$ cat config.mk
export PLATFORM = sky130hd
export DESIGN_NAME = dmbc_top
export DESIGN_NICKNAME = d
export VERILOG_FILES = /design/src/hw/dmbc_pkg.sv /design/src/hw/dmbc_top.sv
export SDC_FILE = /design/constraint.sdc
export NUM_CORES = 2
export LEC_CHECK = 0
export BUFFER_PORTS_ARGS = -buffer_cell sky130_fd_sc_hd__buf_2
export CAP_MARGIN = 5
export CORE_MARGIN = 1.5
export CORE_UTILIZATION = 36
export DETAILED_ROUTE_END_ITERATION = 6
export GPL_TIMING_DRIVEN = 0
export SYNTH_ARGS = -nofsm -noshare
export SYNTH_HDL_FRONTEND = slang
export SYNTH_SLANG_ARGS = --single-unit
export TNS_END_PERCENT = 10
$ cat constraint.sdc
create_clock -name sys_clk -period 6.2 [get_ports sys_clk]
set_input_delay 1.24 -clock sys_clk [delete_from_list [all_inputs] [get_ports sys_clk]]
set_output_delay 1.24 -clock sys_clk [all_outputs]
set_load 0.1 [all_outputs]
$ cat src/hw/dmbc_pkg.sv
// Purpose: shared constants of the dc motor bridge controller
// Assumes: 125 MHz system clock, register map on avalon-mm with byte addresses
// Notes: settings are 16-bit words, one per aligned 32-bit slot
package dmbc_pkg;
  // clock and time base
  localparam int CLK_HZ = 125_000_000;
  localparam int TICK_US = 100;
  localparam int TICK_CYC = CLK_HZ / 1_000_000 * TICK_US;
  localparam int TICKS_PER_MS = 1000 / TICK_US;
  localparam int TICKS_PER_10MS = 10 * TICKS_PER_MS;
  localparam int SEC_TICKS = 1000 * TICKS_PER_MS;
  localparam int HOUR_SECS = 3600;
  localparam int LED_STEP_TICKS = 100 * TICKS_PER_MS;
  // pwm: 100 duty steps per period, prescale = clock / (frequency * steps)
  localparam int PWM_STEPS = 100;
  localparam int PWM_LOW_HZ = 2000;
  localparam int PWM_HIGH_HZ = 16000;
  localparam int PWM_PRE_LOW = CLK_HZ / (PWM_LOW_HZ * PWM_STEPS);
  localparam int PWM_PRE_HIGH = CLK_HZ / (PWM_HIGH_HZ * PWM_STEPS);
  localparam int PWM_SEL_HIGH = 2;
  // supply voltage in 0.1 V units, limits in volts
  localparam int VOLT_SCALE = 10;
  localparam int OV2_SCALE = 11;
  localparam int FULL_DUTY = 100;
  // setting indexes, byte address is four times the index
  localparam int NCFG = 21;
  localparam int CFG_MODE = 0, CFG_STARTC = 1, CFG_INLOGIC = 2, CFG_SPEED1 = 3, CFG_SPEED2 = 4;
  localparam int CFG_ILIMF = 5, CFG_ILIMR = 6, CFG_TRIP = 7, CFG_TRIPDLY = 8, CFG_FAULTSEL = 9;
  localparam int CFG_OVLIM = 10, CFG_TIMEOUT = 11, CFG_CNTRST = 12, CFG_RAMPUP = 13, CFG_RAMPDN = 14;
  localparam int CFG_KICK = 15, CFG_AUTOREV = 16, CFG_FREEWHEEL = 17, CFG_PWMFREQ = 18;
  localparam int CFG_BRAKELIM = 19, CFG_BRAKEOPT = 20;
  localparam logic [15:0] CFG_RST [NCFG] = '{16'h0000, 16'h0001, 16'h0000, 16'h0064, 16'h0032,
    16'h001e, 16'h001e, 16'h0001, 16'h0014, 16'h0001, 16'h003c, 16'h0000, 16'h0000, 16'h0064,
    16'h0064, 16'h0000, 16'h0000, 16'h0000, 16'h0001, 16'h0032, 16'h0000};
  // other byte offsets
  localparam logic [7:0] ADDR_SAVE = 8'h60;
  localparam logic [7:0] ADDR_CUR = 8'h80, ADDR_DUTY = 8'h84, ADDR_HOURS = 8'h88, ADDR_STARTS = 8'h8c;
  localparam logic [7:0] ADDR_CARRY = 8'h90, ADDR_BRKCUR = 8'h94, ADDR_FLAGS = 8'h98;
  // fault led patterns, msb first, one bit per 100 ms
  localparam logic [15:0] LED_POWERUP = 16'hc000, LED_LIMIT = 16'hffff, LED_OCTRIP = 16'haaaa;
  localparam logic [15:0] LED_ZCTRIP = 16'hfffc, LED_OV = 16'haa00, LED_HEAT = 16'h8000;
  localparam logic [15:0] LED_TOUT = 16'habc0, LED_FIN = 16'haf00;
  // motor sequencer states
  typedef enum logic [3:0] {
    ST_IDLE = 4'b0001,
    ST_RUN = 4'b0010,
    ST_STOP = 4'b0100,
    ST_AREV = 4'b1000
  } dmbc_state_t;
endpackage : dmbc_pkg

$ cat src/hw/dmbc_top.sv
// Purpose: control logic of a full-bridge brushed dc motor starter
// Assumes: adc words arrive on sys_clk; pins are asynchronous and synchronised here
// Notes: settings and monitor values sit behind an avalon-mm slave
//
// Notes on behaviour
// - command mode: 0 continuous, 1 impulse
// - continuous runs while held; impulse toggles on pulse
// - start condition restricts direction after trip/stop
// - selectable polarity for command and limit inputs
// - two preset speeds, defaults 100 and 50
// - speed-2 setting 0 makes input analog
// - speed-2 setting 1: analog, autorun, reverse input
// - per-direction current limits; both zero uses input
// - trip setting enables overcurrent and zero-current trips
// - overcurrent must persist trip delay milliseconds
// - fault output condition selected by setting
// - external low fault line stops, blocks starts
// - freewheel options on overvoltage, stop, stop ramp
// - pwm frequency 2 kHz or 16 kHz
// - braking current limit while regenerating
// - brake load on overvoltage, running, or stop
// - overvoltage: brake load, then freewheel at +10%
// - run timeout 0-255 s, zero disables
// - report current, pwm, hours, starts, carry, brake
// - counter reset setting plus save clears counters
// - start and stop ramps coded 0-500
// - start kick gives full drive for milliseconds
// - auto-reverse after overcurrent trip for set time
// - fault led blink codes per condition
//
// Design decisions made here: the register offsets and the Avalon-MM register port.
`timescale 1ns/1ps
`default_nettype none
module dmbc_top #(
  parameter int TICK_CYC = dmbc_pkg::TICK_CYC
) (
  // clock and reset
  input wire logic sys_clk,
  input wire logic sys_rst,
  // avalon-mm slave
  input wire logic [7:0] avsAddress,
  input wire logic avsRead,
  input wire logic avsWrite,
  input wire logic [31:0] avsWritedata,
  input wire logic [3:0] avsByteenable,
  output logic [31:0] avsReaddata,
  output logic avsWaitrequest,
  // operator pins, asynchronous
  input wire logic forwardCommand,
  input wire logic backwardCommand,
  input wire logic stopCommand,
  input wire logic limitFwd,
  input wire logic limitRev,
  input wire logic speed2Sel,
  input wire logic overheat,
  // shared open-drain fault line
  input wire logic faultIn,
  output logic faultOut,
  output logic faultOeN,
  // measurements from adc logic, same clock
  input wire logic [7:0] motorCurrent,
  input wire logic [7:0] brakeCurrent,
  input wire logic [9:0] supplyVolt,
  input wire logic [6:0] speedIn,
  input wire logic [7:0] ilimIn,
  // power stage and indicators
  output logic bridgeFwd,
  output logic bridgeRev,
  output logic freewheel,
  output logic brakeLoad,
  output logic faultLed
);
  typedef struct packed {
    logic waitQ;
    logic [31:0] rdData;
    logic [dmbc_pkg::NCFG-1:0][15:0] cfg;
    logic [7:0] sy1;
    logic [7:0] sy2;
    logic [1:0] prevCmd;
    dmbc_pkg::dmbc_state_t state;
    logic dir;
    logic impRun;
    logic impDir;
    logic latchOff;
    logic blockF;
    logic blockR;
    logic tripOc;
    logic tripZc;
    logic toutF;
    logic powerUp;
    logic [6:0] duty;
    logic [13:0] tickCnt;
    logic [9:0] rampCnt;
    logic [9:0] pwmPre;
    logic [6:0] pwmCnt;
    logic [15:0] tmr;
    logic [11:0] ocCnt;
    logic [11:0] zcCnt;
    logic [13:0] secCnt;
    logic [7:0] runSec;
    logic [11:0] hourSec;
    logic [15:0] hours;
    logic [15:0] starts;
    logic [15:0] carry;
    logic [3:0] ledSlot;
    logic [9:0] ledPre;
    logic [1:0] relCnt;
    logic bFwd;
    logic bRev;
    logic fwOut;
    logic brkOut;
    logic oeN;
    logic ledOut;
  } dmbc_reg_t;

  dmbc_reg_t q;
  dmbc_reg_t d;

  ////////////////////////////////////////////////////////////////////////////
  // next-state logic
  always_comb begin
    logic tick, cmdLow, limLow, limNc, fwdIn, bwdIn, stopIn, limF, limR, spd2, extFault, hot;
    logic alt, analog, wantRun, wantDir, stopAll, blocked, overCur, limiting, ov, ov2;
    logic rampStep, running, pwmOn, kicking, saveHit, faultPull;
    logic [7:0] lim, idx;
    logic [6:0] target;
    logic [9:0] rampCode, pwmPreMax;
    logic [11:0] dlyTicks;
    logic [15:0] pat;
    tick = 1'b0; cmdLow = 1'b0; limLow = 1'b0; limNc = 1'b0; fwdIn = 1'b0; bwdIn = 1'b0;
    stopIn = 1'b0; limF = 1'b0; limR = 1'b0; spd2 = 1'b0; extFault = 1'b0; hot = 1'b0;
    alt = 1'b0; analog = 1'b0; wantRun = 1'b0; wantDir = 1'b0; stopAll = 1'b0; blocked = 1'b0;
    overCur = 1'b0; limiting = 1'b0; ov = 1'b0; ov2 = 1'b0; rampStep = 1'b0; running = 1'b0;
    pwmOn = 1'b0; kicking = 1'b0; saveHit = 1'b0; faultPull = 1'b0;
    lim = 8'h00; idx = 8'h00; target = 7'h00; rampCode = 10'h000; pwmPreMax = 10'h000;
    dlyTicks = 12'h000; pat = 16'h0000;
    d = q;

    // pin synchronisers: first stage feeds only the second
    d.sy1 = {faultIn, overheat, speed2Sel, limitRev, limitFwd, stopCommand, backwardCommand, forwardCommand};
    d.sy2 = q.sy1;

    // 100 us time base
    tick = (q.tickCnt == 14'(TICK_CYC - 1));
    d.tickCnt = tick ? 14'h0000 : q.tickCnt + 14'h0001;

    // input polarity: bit0 command low-active, bit1 limits low-active, bit2 limits normally closed
    cmdLow = q.cfg[dmbc_pkg::CFG_INLOGIC][0];
    limLow = q.cfg[dmbc_pkg::CFG_INLOGIC][1];
    limNc = q.cfg[dmbc_pkg::CFG_INLOGIC][2];
    fwdIn = q.sy2[0] ^ cmdLow;
    bwdIn = q.sy2[1] ^ cmdLow;
    stopIn = q.sy2[2] ^ cmdLow;
    limF = q.sy2[3] ^ limLow ^ limNc;
    limR = q.sy2[4] ^ limLow ^ limNc;
    spd2 = q.sy2[5] ^ cmdLow;
    hot = q.sy2[6];

    // ignore our own pull until the released line has passed the synchroniser
    d.relCnt = q.oeN ? ((q.relCnt == 2'h3) ? 2'h3 : q.relCnt + 2'h1) : 2'h0;
    extFault = ~q.sy2[7] & (q.relCnt == 2'h3);

    // command interpretation
    alt = (q.cfg[dmbc_pkg::CFG_SPEED2] == 16'h0001);
    analog = alt | (q.cfg[dmbc_pkg::CFG_SPEED2] == 16'h0000);
    d.prevCmd = {bwdIn, fwdIn};
    if ((fwdIn & ~q.prevCmd[0]) | (bwdIn & ~q.prevCmd[1])) begin
      d.impRun = ~q.impRun;
      d.impDir = bwdIn & ~q.prevCmd[1];
    end
    if (alt) begin
      wantRun = 1'b1;
      wantDir = bwdIn;
    end else if (q.cfg[dmbc_pkg::CFG_MODE][0]) begin
      wantRun = q.impRun;
      wantDir = q.impDir;
    end else begin
      wantRun = fwdIn | bwdIn;
      wantDir = ~fwdIn;
      d.impRun = 1'b0;
    end
    stopAll = stopIn | extFault | hot | (q.dir ? limR : limF);
    blocked = wantDir ? (q.blockR | limR) : (q.blockF | limF);
    if (~wantRun) begin
      d.latchOff = 1'b0; // a fresh command is needed after a fault, overheat, trip or timeout stop in ST_RUN
    end

    // speed target
    if (analog) begin
      target = (speedIn > 7'(dmbc_pkg::FULL_DUTY)) ? 7'(dmbc_pkg::FULL_DUTY) : speedIn;
    end else begin
      target = spd2 ? q.cfg[dmbc_pkg::CFG_SPEED2][6:0] : q.cfg[dmbc_pkg::CFG_SPEED1][6:0];
    end

    // current supervision
    if (q.cfg[dmbc_pkg::CFG_ILIMF] == 16'h0000 && q.cfg[dmbc_pkg::CFG_ILIMR] == 16'h0000) begin
      lim = ilimIn;
    end else begin
      lim = q.dir ? q.cfg[dmbc_pkg::CFG_ILIMR][7:0] : q.cfg[dmbc_pkg::CFG_ILIMF][7:0];
    end
    overCur = (motorCurrent > lim);
    running = (q.state == dmbc_pkg::ST_RUN) | (q.state == dmbc_pkg::ST_AREV);
    limiting = running & overCur;
    dlyTicks = 12'(q.cfg[dmbc_pkg::CFG_TRIPDLY][7:0] * dmbc_pkg::TICKS_PER_MS);
    if (tick) begin
      d.ocCnt = (running & overCur) ? ((q.ocCnt == 12'hfff) ? q.ocCnt : q.ocCnt + 12'h001) : 12'h000;
      d.zcCnt = (running & (motorCurrent == 8'h00) & (q.duty != 7'h00))
        ? ((q.zcCnt == 12'hfff) ? q.zcCnt : q.zcCnt + 12'h001) : 12'h000;
    end

    // supply supervision, volts scaled to 0.1 V units
    ov = supplyVolt > 10'(q.cfg[dmbc_pkg::CFG_OVLIM][7:0] * dmbc_pkg::VOLT_SCALE);
    ov2 = supplyVolt > 10'(q.cfg[dmbc_pkg::CFG_OVLIM][7:0] * dmbc_pkg::OV2_SCALE);

    // ramp step: one duty percent every setting-count plus one ticks, so full swing takes (count + 1) x 10 ms
    rampCode = (q.state == dmbc_pkg::ST_STOP) ? q.cfg[dmbc_pkg::CFG_RAMPDN][9:0] : q.cfg[dmbc_pkg::CFG_RAMPUP][9:0];
    if (tick) begin
      rampStep = (q.rampCnt >= rampCode);
      d.rampCnt = rampStep ? 10'h000 : q.rampCnt + 10'h001;
    end

    // run timeout and usage counters
    if (running & tick) begin
      d.secCnt = (q.secCnt == 14'(dmbc_pkg::SEC_TICKS - 1)) ? 14'h0000 : q.secCnt + 14'h0001;
      if (q.secCnt == 14'(dmbc_pkg::SEC_TICKS - 1)) begin
        d.runSec = (q.runSec == 8'hff) ? q.runSec : q.runSec + 8'h01;
        d.hourSec = (q.hourSec == 12'(dmbc_pkg::HOUR_SECS - 1)) ? 12'h000 : q.hourSec + 12'h001;
        if (q.hourSec == 12'(dmbc_pkg::HOUR_SECS - 1) && q.hours != 16'hffff) begin
          d.hours = q.hours + 16'h0001;
        end
      end
    end
    if (q.tmr != 16'h0000 && tick) begin
      d.tmr = q.tmr - 16'h0001;
    end
    kicking = (q.state == dmbc_pkg::ST_RUN) & (q.tmr != 16'h0000);

    // motor sequencer
    case (q.state)
      dmbc_pkg::ST_IDLE: begin
        d.duty = 7'h00;
        if (wantRun & ~stopAll & ~q.latchOff & ~blocked) begin
          d.state = dmbc_pkg::ST_RUN;
          d.dir = wantDir;
          d.tmr = 16'(q.cfg[dmbc_pkg::CFG_KICK][7:0] * dmbc_pkg::TICKS_PER_MS);
          d.runSec = 8'h00;
          d.secCnt = 14'h0000;
          d.blockF = 1'b0;
          d.blockR = 1'b0;
          d.tripOc = 1'b0;
          d.tripZc = 1'b0;
          d.toutF = 1'b0;
          d.starts = q.starts + 16'h0001;
          if (q.starts == 16'hffff) begin
            d.carry = q.carry + 16'h0001;
          end
        end
      end
      dmbc_pkg::ST_RUN: begin
        if (rampStep) begin
          if (limiting && q.duty != 7'h00) begin
            d.duty = q.duty - 7'h01;
          end else if (q.duty < target) begin
            d.duty = q.duty + 7'h01;
          end else if (q.duty > target) begin
            d.duty = q.duty - 7'h01;
          end
        end
        if (extFault | hot) begin
          d.state = dmbc_pkg::ST_IDLE;
          d.latchOff = 1'b1;
          d.impRun = 1'b0;
        end else if (q.cfg[dmbc_pkg::CFG_TRIP][0] && q.ocCnt >= dlyTicks && overCur) begin
          d.tripOc = 1'b1;
          d.latchOff = 1'b1;
          d.impRun = 1'b0;
          d.duty = 7'h00;
          d.blockF = q.cfg[dmbc_pkg::CFG_STARTC][0] & ~q.dir;
          d.blockR = q.cfg[dmbc_pkg::CFG_STARTC][0] & q.dir;
          if (q.cfg[dmbc_pkg::CFG_AUTOREV] != 16'h0000) begin
            d.state = dmbc_pkg::ST_AREV;
            d.dir = ~q.dir;
            d.tmr = 16'(q.cfg[dmbc_pkg::CFG_AUTOREV][9:0] * dmbc_pkg::TICKS_PER_10MS);
          end else begin
            d.state = dmbc_pkg::ST_IDLE;
          end
        end else if (q.cfg[dmbc_pkg::CFG_TRIP][1] && q.zcCnt >= dlyTicks && q.zcCnt != 12'h000) begin
          d.tripZc = 1'b1;
          d.state = dmbc_pkg::ST_IDLE;
          d.latchOff = 1'b1;
          d.impRun = 1'b0;
        end else if (q.cfg[dmbc_pkg::CFG_TIMEOUT] != 16'h0000 &&
                     q.runSec >= q.cfg[dmbc_pkg::CFG_TIMEOUT][7:0]) begin
          d.toutF = 1'b1;
          d.state = dmbc_pkg::ST_STOP;
          d.latchOff = 1'b1;
          d.impRun = 1'b0;
        end else if (~wantRun | (wantDir != q.dir) | stopAll) begin
          d.state = dmbc_pkg::ST_STOP;
          d.blockF = q.cfg[dmbc_pkg::CFG_STARTC][1] & ~q.dir;
          d.blockR = q.cfg[dmbc_pkg::CFG_STARTC][1] & q.dir;
          if (stopIn) begin
            d.impRun = 1'b0;
          end
        end
      end
      dmbc_pkg::ST_STOP: begin
        if (extFault | hot | (q.duty == 7'h00)) begin
          d.state = dmbc_pkg::ST_IDLE;
          d.duty = 7'h00;
        end else if (rampStep && brakeCurrent <= q.cfg[dmbc_pkg::CFG_BRAKELIM][7:0]) begin
          d.duty = q.duty - 7'h01;
        end
      end
      dmbc_pkg::ST_AREV: begin
        d.duty = target;
        if (q.tmr == 16'h0000 || extFault || hot) begin
          d.state = dmbc_pkg::ST_IDLE;
          d.duty = 7'h00;
        end
      end
      default: begin
        d.state = dmbc_pkg::ST_IDLE;
        d.duty = 7'h00;
      end
    endcase

    // pwm carrier: 100 steps per period
    pwmPreMax = (q.cfg[dmbc_pkg::CFG_PWMFREQ] == 16'(dmbc_pkg::PWM_SEL_HIGH))
      ? 10'(dmbc_pkg::PWM_PRE_HIGH - 1) : 10'(dmbc_pkg::PWM_PRE_LOW - 1);
    d.pwmPre = (q.pwmPre >= pwmPreMax) ? 10'h000 : q.pwmPre + 10'h001;
    if (q.pwmPre >= pwmPreMax) begin
      d.pwmCnt = (q.pwmCnt == 7'(dmbc_pkg::PWM_STEPS - 1)) ? 7'h00 : q.pwmCnt + 7'h01;
    end
    pwmOn = kicking | (q.pwmCnt < q.duty);

    // freewheel: second overvoltage level always, the rest per option
    case (q.cfg[dmbc_pkg::CFG_FREEWHEEL][2:0])
      3'h0: d.fwOut = ov2;
      3'h1: d.fwOut = ov2 | (q.state == dmbc_pkg::ST_IDLE);
      3'h2: d.fwOut = ov2 | (q.state == dmbc_pkg::ST_STOP);
      3'h3: d.fwOut = ov2 | (q.state == dmbc_pkg::ST_IDLE) | (q.state == dmbc_pkg::ST_STOP);
      3'h4: d.fwOut = ov2 | (q.state == dmbc_pkg::ST_IDLE);
      default: d.fwOut = ov2;
    endcase
    d.bFwd = running & ~q.dir & pwmOn & ~ov2 | (q.state == dmbc_pkg::ST_STOP) & ~q.dir & pwmOn & ~d.fwOut;
    d.bRev = running & q.dir & pwmOn & ~ov2 | (q.state == dmbc_pkg::ST_STOP) & q.dir & pwmOn & ~d.fwOut;

    // brake load output
    case (q.cfg[dmbc_pkg::CFG_BRAKEOPT][1:0])
      2'h1: d.brkOut = running;
      2'h2: d.brkOut = running | stopIn;
      default: d.brkOut = ov;
    endcase

    // fault line pull-down, overheat always pulls
    case (q.cfg[dmbc_pkg::CFG_FAULTSEL][2:0])
      3'h0: faultPull = 1'b0;
      3'h1: faultPull = q.tripOc;
      3'h2: faultPull = q.tripZc;
      3'h3: faultPull = q.tripOc | q.tripZc;
      3'h4: faultPull = limiting;
      3'h5: faultPull = running;
      default: faultPull = 1'b0;
    endcase
    d.oeN = ~(faultPull | hot);

    // fault led blink codes, highest priority first
    if (extFault) pat = dmbc_pkg::LED_FIN;
    else if (q.toutF) pat = dmbc_pkg::LED_TOUT;
    else if (hot) pat = dmbc_pkg::LED_HEAT;
    else if (ov) pat = dmbc_pkg::LED_OV;
    else if (q.tripZc) pat = dmbc_pkg::LED_ZCTRIP;
    else if (q.tripOc) pat = dmbc_pkg::LED_OCTRIP;
    else if (limiting) pat = dmbc_pkg::LED_LIMIT;
    else if (q.powerUp) pat = dmbc_pkg::LED_POWERUP;
    else pat = 16'h0000;
    if (tick) begin
      d.ledPre = (q.ledPre == 10'(dmbc_pkg::LED_STEP_TICKS - 1)) ? 10'h000 : q.ledPre + 10'h001;
      if (q.ledPre == 10'(dmbc_pkg::LED_STEP_TICKS - 1)) begin
        d.ledSlot = q.ledSlot + 4'h1;
        if (q.ledSlot == 4'hf) begin
          d.powerUp = 1'b0; // the power-up blink plays once
        end
      end
    end
    d.ledOut = pat[4'hf - q.ledSlot];

    // avalon slave: one wait cycle, action and read data on the accepting edge
    idx = {2'b00, avsAddress[7:2]};
    d.waitQ = ~((avsRead | avsWrite) & q.waitQ);
    if ((avsRead | avsWrite) & q.waitQ) begin
      d.rdData = 32'h0000_0000;
      if (idx < 8'(dmbc_pkg::NCFG)) begin
        d.rdData = {16'h0000, q.cfg[idx]};
        if (avsWrite & avsByteenable[0]) d.cfg[idx][7:0] = avsWritedata[7:0];
        if (avsWrite & avsByteenable[1]) d.cfg[idx][15:8] = avsWritedata[15:8];
      end else begin
        case (avsAddress)
          dmbc_pkg::ADDR_SAVE: saveHit = avsWrite;
          dmbc_pkg::ADDR_CUR: d.rdData = {24'h000000, motorCurrent};
          dmbc_pkg::ADDR_DUTY: d.rdData = {25'h0000000, q.duty};
          dmbc_pkg::ADDR_HOURS: d.rdData = {16'h0000, q.hours};
          dmbc_pkg::ADDR_STARTS: d.rdData = {16'h0000, q.starts};
          dmbc_pkg::ADDR_CARRY: d.rdData = {16'h0000, q.carry};
          dmbc_pkg::ADDR_BRKCUR: d.rdData = {24'h000000, brakeCurrent};
          dmbc_pkg::ADDR_FLAGS: d.rdData = {20'h00000, q.state, limiting, ov, q.toutF, q.tripZc,
                                            q.tripOc, extFault, q.dir, running};
          default: d.rdData = 32'h0000_0000;
        endcase
      end
    end
    if (saveHit && q.cfg[dmbc_pkg::CFG_CNTRST] == 16'h0001) begin
      d.hours = 16'h0000;
      d.starts = 16'h0000;
      d.carry = 16'h0000;
      d.hourSec = 12'h000;
      d.cfg[dmbc_pkg::CFG_CNTRST] = 16'h0000;
    end

    // synchronous reset
    if (sys_rst) begin
      d = '0;
      for (int i = 0; i < dmbc_pkg::NCFG; i++) begin
        d.cfg[i] = dmbc_pkg::CFG_RST[i];
      end
      d.state = dmbc_pkg::ST_IDLE;
      d.waitQ = 1'b1;
      d.oeN = 1'b1;
      d.powerUp = 1'b1;
      d.fwOut = 1'b1;
    end
  end

  ////////////////////////////////////////////////////////////////////////////
  // state register
  always_ff @(posedge sys_clk) begin
    q <= d;
  end

  // outputs straight from flops, fault data tied low
  assign avsReaddata = q.rdData;
  assign avsWaitrequest = q.waitQ;
  assign faultOut = 1'b0; // open drain: the line is only ever pulled low
  assign faultOeN = q.oeN;
  assign bridgeFwd = q.bFwd;
  assign bridgeRev = q.bRev;
  assign freewheel = q.fwOut;
  assign brakeLoad = q.brkOut;
  assign faultLed = q.ledOut;
endmodule : dmbc_top
`default_nettype wire

# --- Word level (Yosys, flattened, before mapping) ---
# Index checks and enable logic that the tools add are counted.
totals:
  out_inout_bits: 40
  mem_count: 0
  latchBits: 0
  mem_bits_rw: 0
  word_cells: 396
  romBits: 0
  ff_bits: 593
classes:
  n_div: 0
  shift: 0
  reduce_logical: 46
  n_mux: 117
  n_eq_ne: 56
  n_bitwise: 76
  n_lt_le_gt_ge: 17
  mul: 5
  addsub: 19
op_table:
  columns: ["op", "count"]
  rows:
  - ["$mux W336", 4]
  - ["$bwmux W336", 2]
  - ["$mux W16", 17]
  - ["$demux W16 S5", 2]
  - ["$pmux W16 S7", 1]
  - ["$mux W7", 13]
  - ["$bmux W16 S5", 1]
  - ["$eq A8 B8 Y1 const B", 8]
  - ["$logic_not A16 Y1", 4]
  - ["$mux W12", 5]
  - ["$mux W50", 1]
  - ["$add A16 B1 Y16 const B", 3]
  - ["$reduce_bool A16 Y1", 3]
  - ["$mux W22", 2]
  - ["$mux W10", 4]
  - ["$add A12 B1 Y12 const B", 3]
  - ["$eq A12 B12 Y1 const B", 3]
  - ["$mux W36", 1]
  - ["$eq A16 B1 Y1 const B", 2]
  - ["$mux W1", 32]
  - ["$mux W4", 8]
  - ["$mux W8", 4]
  - ["$pmux W16 S2", 1]
  - ["$add A10 B1 Y10 const B", 3]
  - ["75 further kinds", 209]

# --- Logic depth before layout (Yosys ltp) ---
logic_depth:
  word_depth: 14
  depth_mapped: 19

# --- Worst setup path after synthesis ---
# Ideal clock, no wire load.
synth_timing:
  path_kind: "register to register"
  startpoint: "reg q[205] (netlist bit)"
  endpoint: "reg q[186] (netlist bit)"
  n_path_buf: 4
  stages_incl_launch_ff: 15
  t_arrival_ns: 3.684
  setup_slack_ns: 2.397
  cell_sequence: "dfxtp_1 > buf_4 > nor4b_2 > clkbuf_1 > mux2_2 > ha_1 > nand2b_1 > a2111oi_0 > o311a_1 > nor3_1 > buf_2 > a21o_1 > buf_2 > a21boi_0 > o221a_2"
synth_between:
  elab_chain_cells: 9
synth_lines:
  columns: ["item", "line_no", "text"]
  rows:
  - ["from (decl)", "dmbc_top.sv:116", "dmbc_reg_t q;"]
  - ["from (signal assigned)", "dmbc_top.sv:438", "q <= d;"]
  - ["parallel branches: the longest is 9 deep, another holds $ge A10 B10 Y1", null, null]
# Several ways; the timed one is not identified.
# A chain may end at the register's enable or synchronous reset.

# --- Final worst setup path ---
layout_timing:
  startpoint: "reg q[295] (netlist bit)"
  endpoint: "reg q[185] (netlist bit)"
layout_between:
  elab_chain_cells: 11
layout_lines:
  columns: ["item", "line_no", "text"]
  rows:
  - ["$eq A16 B1 Y1 / $logic_not A16 Y1 (equally long branches)", "dmbc_top.sv:164, dmbc_top.sv:165", null]
  - ["$or A1 B1 Y1 *", "dmbc_top.sv:165", "analog = alt | (q.cfg[dmbc_pkg::CFG_SPEED2] == 16'h0000);"]
  - ["$mux W7 *", "dmbc_top.sv:189", "if (analog) begin"]
  - ["$gt A7 B7 Y1", "dmbc_top.sv:265", "end else if (q.duty > target) begin"]
  - ["$mux W7", "dmbc_top.sv:265", null]
  - ["$mux W7", "dmbc_top.sv:263", "end else if (q.duty < target) begin"]
  - ["$mux W7", "dmbc_top.sv:261", "if (limiting && q.duty != 7'h00) begin"]
  - ["$mux W7", "dmbc_top.sv:260", "if (rampStep) begin"]
  - ["$mux W7", "dmbc_top.sv:273", "end else if (q.cfg[dmbc_pkg::CFG_TRIP][0] && q.ocCnt >= dlyTicks && overCur) begin"]
  - ["$mux W7", "dmbc_top.sv:269", "if (extFault | hot) begin"]
  - ["$pmux W7 S3 *", "dmbc_top.sv:239", "case (q.state)"]
# Every way passes the cells marked *; elsewhere a longest branch is shown, timed or not.

==> summary.md <==
| Metric | Value |
|---|---|
| All-Layer GR Usage | 0.2657 |
| Post-Syn Area | 32050 um^2 |
| Wirelength, routed | around 120000 um |
| Max-cap violations | 0 |
| Mux contribution to synthesized area | 0.07554 |
| Total gr overflow | 0 |
| Postcts setup bufs | 0 |
| Bufs and invs on worst path | 2 |
| Multi-input gate area | roughly 19000 um^2 |
| CP Max Fanout | 10 |
| Filler instances | between 8000 and 9000 |
| Min-Delay Path Class | reg -> reg |
| Antenna viol nets, final | 0 |
| Critical Path AT | just under 6 ns |
| Fmax achieved | 188.6 MHz |
| Maximum vdd drop | 178.2 uV |
| WS Path Type | reg -> reg |
| Critical Path RT | 6.69 ns |
| Hold-fix buffers, CTS | 0 |
| Initial DRC Count | around 3300 |
| TritonCTS clock tree | built |
| Sequential area share after synthesis | 0.3604 |
| Main synth FF type | dfxtp_1 |
| Initial Util | 0.3632 |
| Hpwl dp | approximately 95000 um |
| CTS Buf Count | slightly below 70 |
| Unrepaired setup endpoints after global routing | no |
| Top-count cell post-synth | dfxtp_1 |
| Final Non-Filler Cells | 5179 |
| Critical path's top delay family | simple AND/OR/NAND/NOR gates |
| Pwr Density | about 250 nW/um^2 |
| DIE AREA | around 90000 um^2 |
| Sequential standard cell area | ~12000 um^2 |
| Worst setup margin | 0.8970 ns |
| Max incr delay on CP | 0.93 ns |
| FF-to-FF Start | q[295] |
| Leakage power | around 13 nW |
| Port bufs | 99 |
| Via-per-instance ratio | roughly 5.8 |
| CORE AREA | between 80000 and 90000 um^2 |
| Placed Cells | slightly above 5000 |
| Number of hold violations in the final report | 0 |
| Post-place setup slack | approximately 1.3 ns |
| Largest net degree at the start of global routing | 13 |
| Synth area leaders | dfxtp_1 (36%), ha_1 (7.7%), a21oi_1 (5.8%) |
| H-tree depth | 3 |
| Pre-antenna DRT Iters | 7 |
| Post-synthesis compound-gate area fraction | 0.1917 |
| Vias in the first global route | approximately 27000 |
| Final Skew | 0.02352 ns |
| Synth top cells by count | dfxtp_1 (577), nand2_1 (453), a21oi_1 (371) |
| Die Span Y | 301.4 um |
| Final slew viol count | 0 |
| Via count | about 30000 |
| Fin util | 0.4134 |
| First-pass GRT wire length | ~180000 um |
| Clk slew on worst S/H paths | roughly 0.06 ns |
| Clock Latency Late Sink | around 0.62 ns |
| Tightest Pin Transition | roughly 1.3 ns |
| Clock sinks | between 500 and 600 |
| P&R area growth vs syn | 13.82% |
| Avg WL per Cell | about 24 um |
| Number of synthesized flops with an enable pin | 0 |
| Fin nets | about 4300 |
| Area leader, netlist | dfxtp_1 |
| Total negative slack | 0 ns |
| Cell count after synthesis | 3777 |
| Yosys warns | 0 |
| Die Width | around 300 um |
| CP startpoint kind | register |
| Synth Area in Adders | 0.08502 |
| Main combinational cell family by area after synthesis | compound AO/OA/AOI/OAI gates |
| Clock Path Buffers | 3 |
| Count of state elements after synthesis | slightly below 600 |
| Critical Path Source | q[295] |
| CP Cell Sequence | nor4_1, nor4b_1, and3_1, clkbuf_1, a31o_2, inv_1, ha_1, nand3_1, o31a_1, o41ai_2, a2111oi_0, a2111oi_0, nor2_1 |
| Hold Startpoint | q[217] |
| Fraction of layout cells with a size suffix above 1 | 0.09990 |
| Slowest-stage cell, CP | nor4_1 |
| # resized after CTS | 0 |
| Library cells used by synthesis | around 100 |
| Cell mode on critical path | a2111oi_0 |
| Yosys top cell area share | 0.3604 |
| Tmin final | 5.303 ns |
| CTS Root Cell | clkbuf_16 |
| Slew headroom | 0.1296 |
| Share of synthesized flip-flops with an asynchronous set or reset | 0 |
| R2R setup slack | 0.90 ns |
| Final Setup Violations | 0 |
| Initial antenna violation count | 1 |
| Simple-gate portion of the synthesized area | 0.1891 |
| Final Cycle Share | 0.8553 |
| Num ports | between 100 and 150 |
| Status | complete, no violations |
| Critical path endpoint category | register |
| Ant. Diodes | 0 |
| Drt drc | 0 |
| Avg Cell Area, Syn | roughly 8.5 um^2 |
| Xor-xnor portion of the synthesized cell area | 0.04728 |
| Row cnt | ~110 |
| GP Congestion | 0.9996 |
==> cell type report <==
| cell class | count | area share |
|---|---|---|
| multi-input cells | 2827 | 0.5189 |
| flip-flops and latches | 577 | 0.3166 |
| clock buffers | 104 | 0.05820 |
| well taps | 1165 | 0.03996 |
| plain buffers | 267 | 0.03210 |
| repair buffers | 99 | 0.01358 |
| inverters | 122 | 0.01255 |
| clock inverters | 18 | 0.008026 |
==> report_power, final <==
group	internal (mW)	total [mW]	switching (mW)
Clock	2.69	4.37	1.68
Combinational	0.222	0.872	0.650
Sequential	3.74	3.77	0.0324
==> final timing paths <==
kind | end | cells after the start
max | q[185] | 13
min | q[209] | 1
max reg2reg | q[185] | 13
min reg2reg | q[209] | 1
==> flip-flops by register name (all words and copies together) (netlist names) <==
name            flops
bridgeFwd           1
bridgeRev           1
freewheel           1
avsReaddata        16
faultOeN            1
faultLed            1
q                 554
brakeLoad           1
avsWaitrequest      1
==> layout by cell type (no fill, tap or decap), types with 27 or more instances in the layout <==
| cell type | count |
|---|---|
| a21o_1 | 27 |
| a21oi_1 | 371 |
| a22oi_1 | 69 |
| and2_1 | 27 |
| and3_1 | 42 |
| buf_2 | 120 |
| buf_4 | 34 |
| clkbuf_1 | 207 |
| clkbuf_16 | 73 |
| dfxtp_1 | 577 |
| ha_1 | 197 |
| inv_1 | 121 |
| mux2i_1 | 54 |
| mux4_2 | 80 |
| nand2_1 | 453 |
| nand3_1 | 70 |
| nand3b_1 | 33 |
| nand4_1 | 51 |
| nor2_1 | 317 |
| nor2b_1 | 30 |
| nor3_1 | 40 |
| nor4_1 | 39 |
| o21ai_0 | 366 |
| o22ai_1 | 27 |
| or3_1 | 28 |
| xnor2_1 | 93 |
| xor2_1 | 80 |
==> cell families (layout without fill, tap and decap cells) <==
logic type,Yosys count,after routing
AO/OA/AOI/OAI,1041,1041
XOR/XNOR,173,173
flip-flops,577,577
buffers and inverters,389,610
AND/OR/NAND/NOR,1247,1247
adder cells (fa/ha/maj),210,210
multiplexers,139,139
other,1,17
==> per-layer routing <==
metal,vias up,GRT usage,wire [um]
met3,317,0.04820,11660
met2,1572,0.3931,52150
met1,14360,0.3672,52560
li1,13900,-,-
met5,-,0,13
met4,2,0.1384,7283
==> stage by stage <==
stage	area [um^2]	power [mW]	hold WS [ns]
after floorplan	32110	4.371	0.4138
after global placement	34060	4.696	0.4206
after detailed placement	34060	4.697	0.4212
after CTS	36480	9.021	0.4469
after global routing	36480	9.221	0.4627
final	36480	9.016	0.4421
==> worst register-to-register path, cell delays in order (launching register included) <==
cell and delay (ns):
dfxtp_1 0.34, nor4_1 0.93, nor4b_1 0.66, and3_1 0.42, clkbuf_1 0.38, a31o_2 0.27, inv_1 0.05, ha_1 0.28
nand3_1 0.14, o31a_1 0.41, o41ai_2 0.58, a2111oi_0 0.17, a2111oi_0 0.46, nor2_1 0.09
Note: power is estimated with default switching activity, not from simulation.
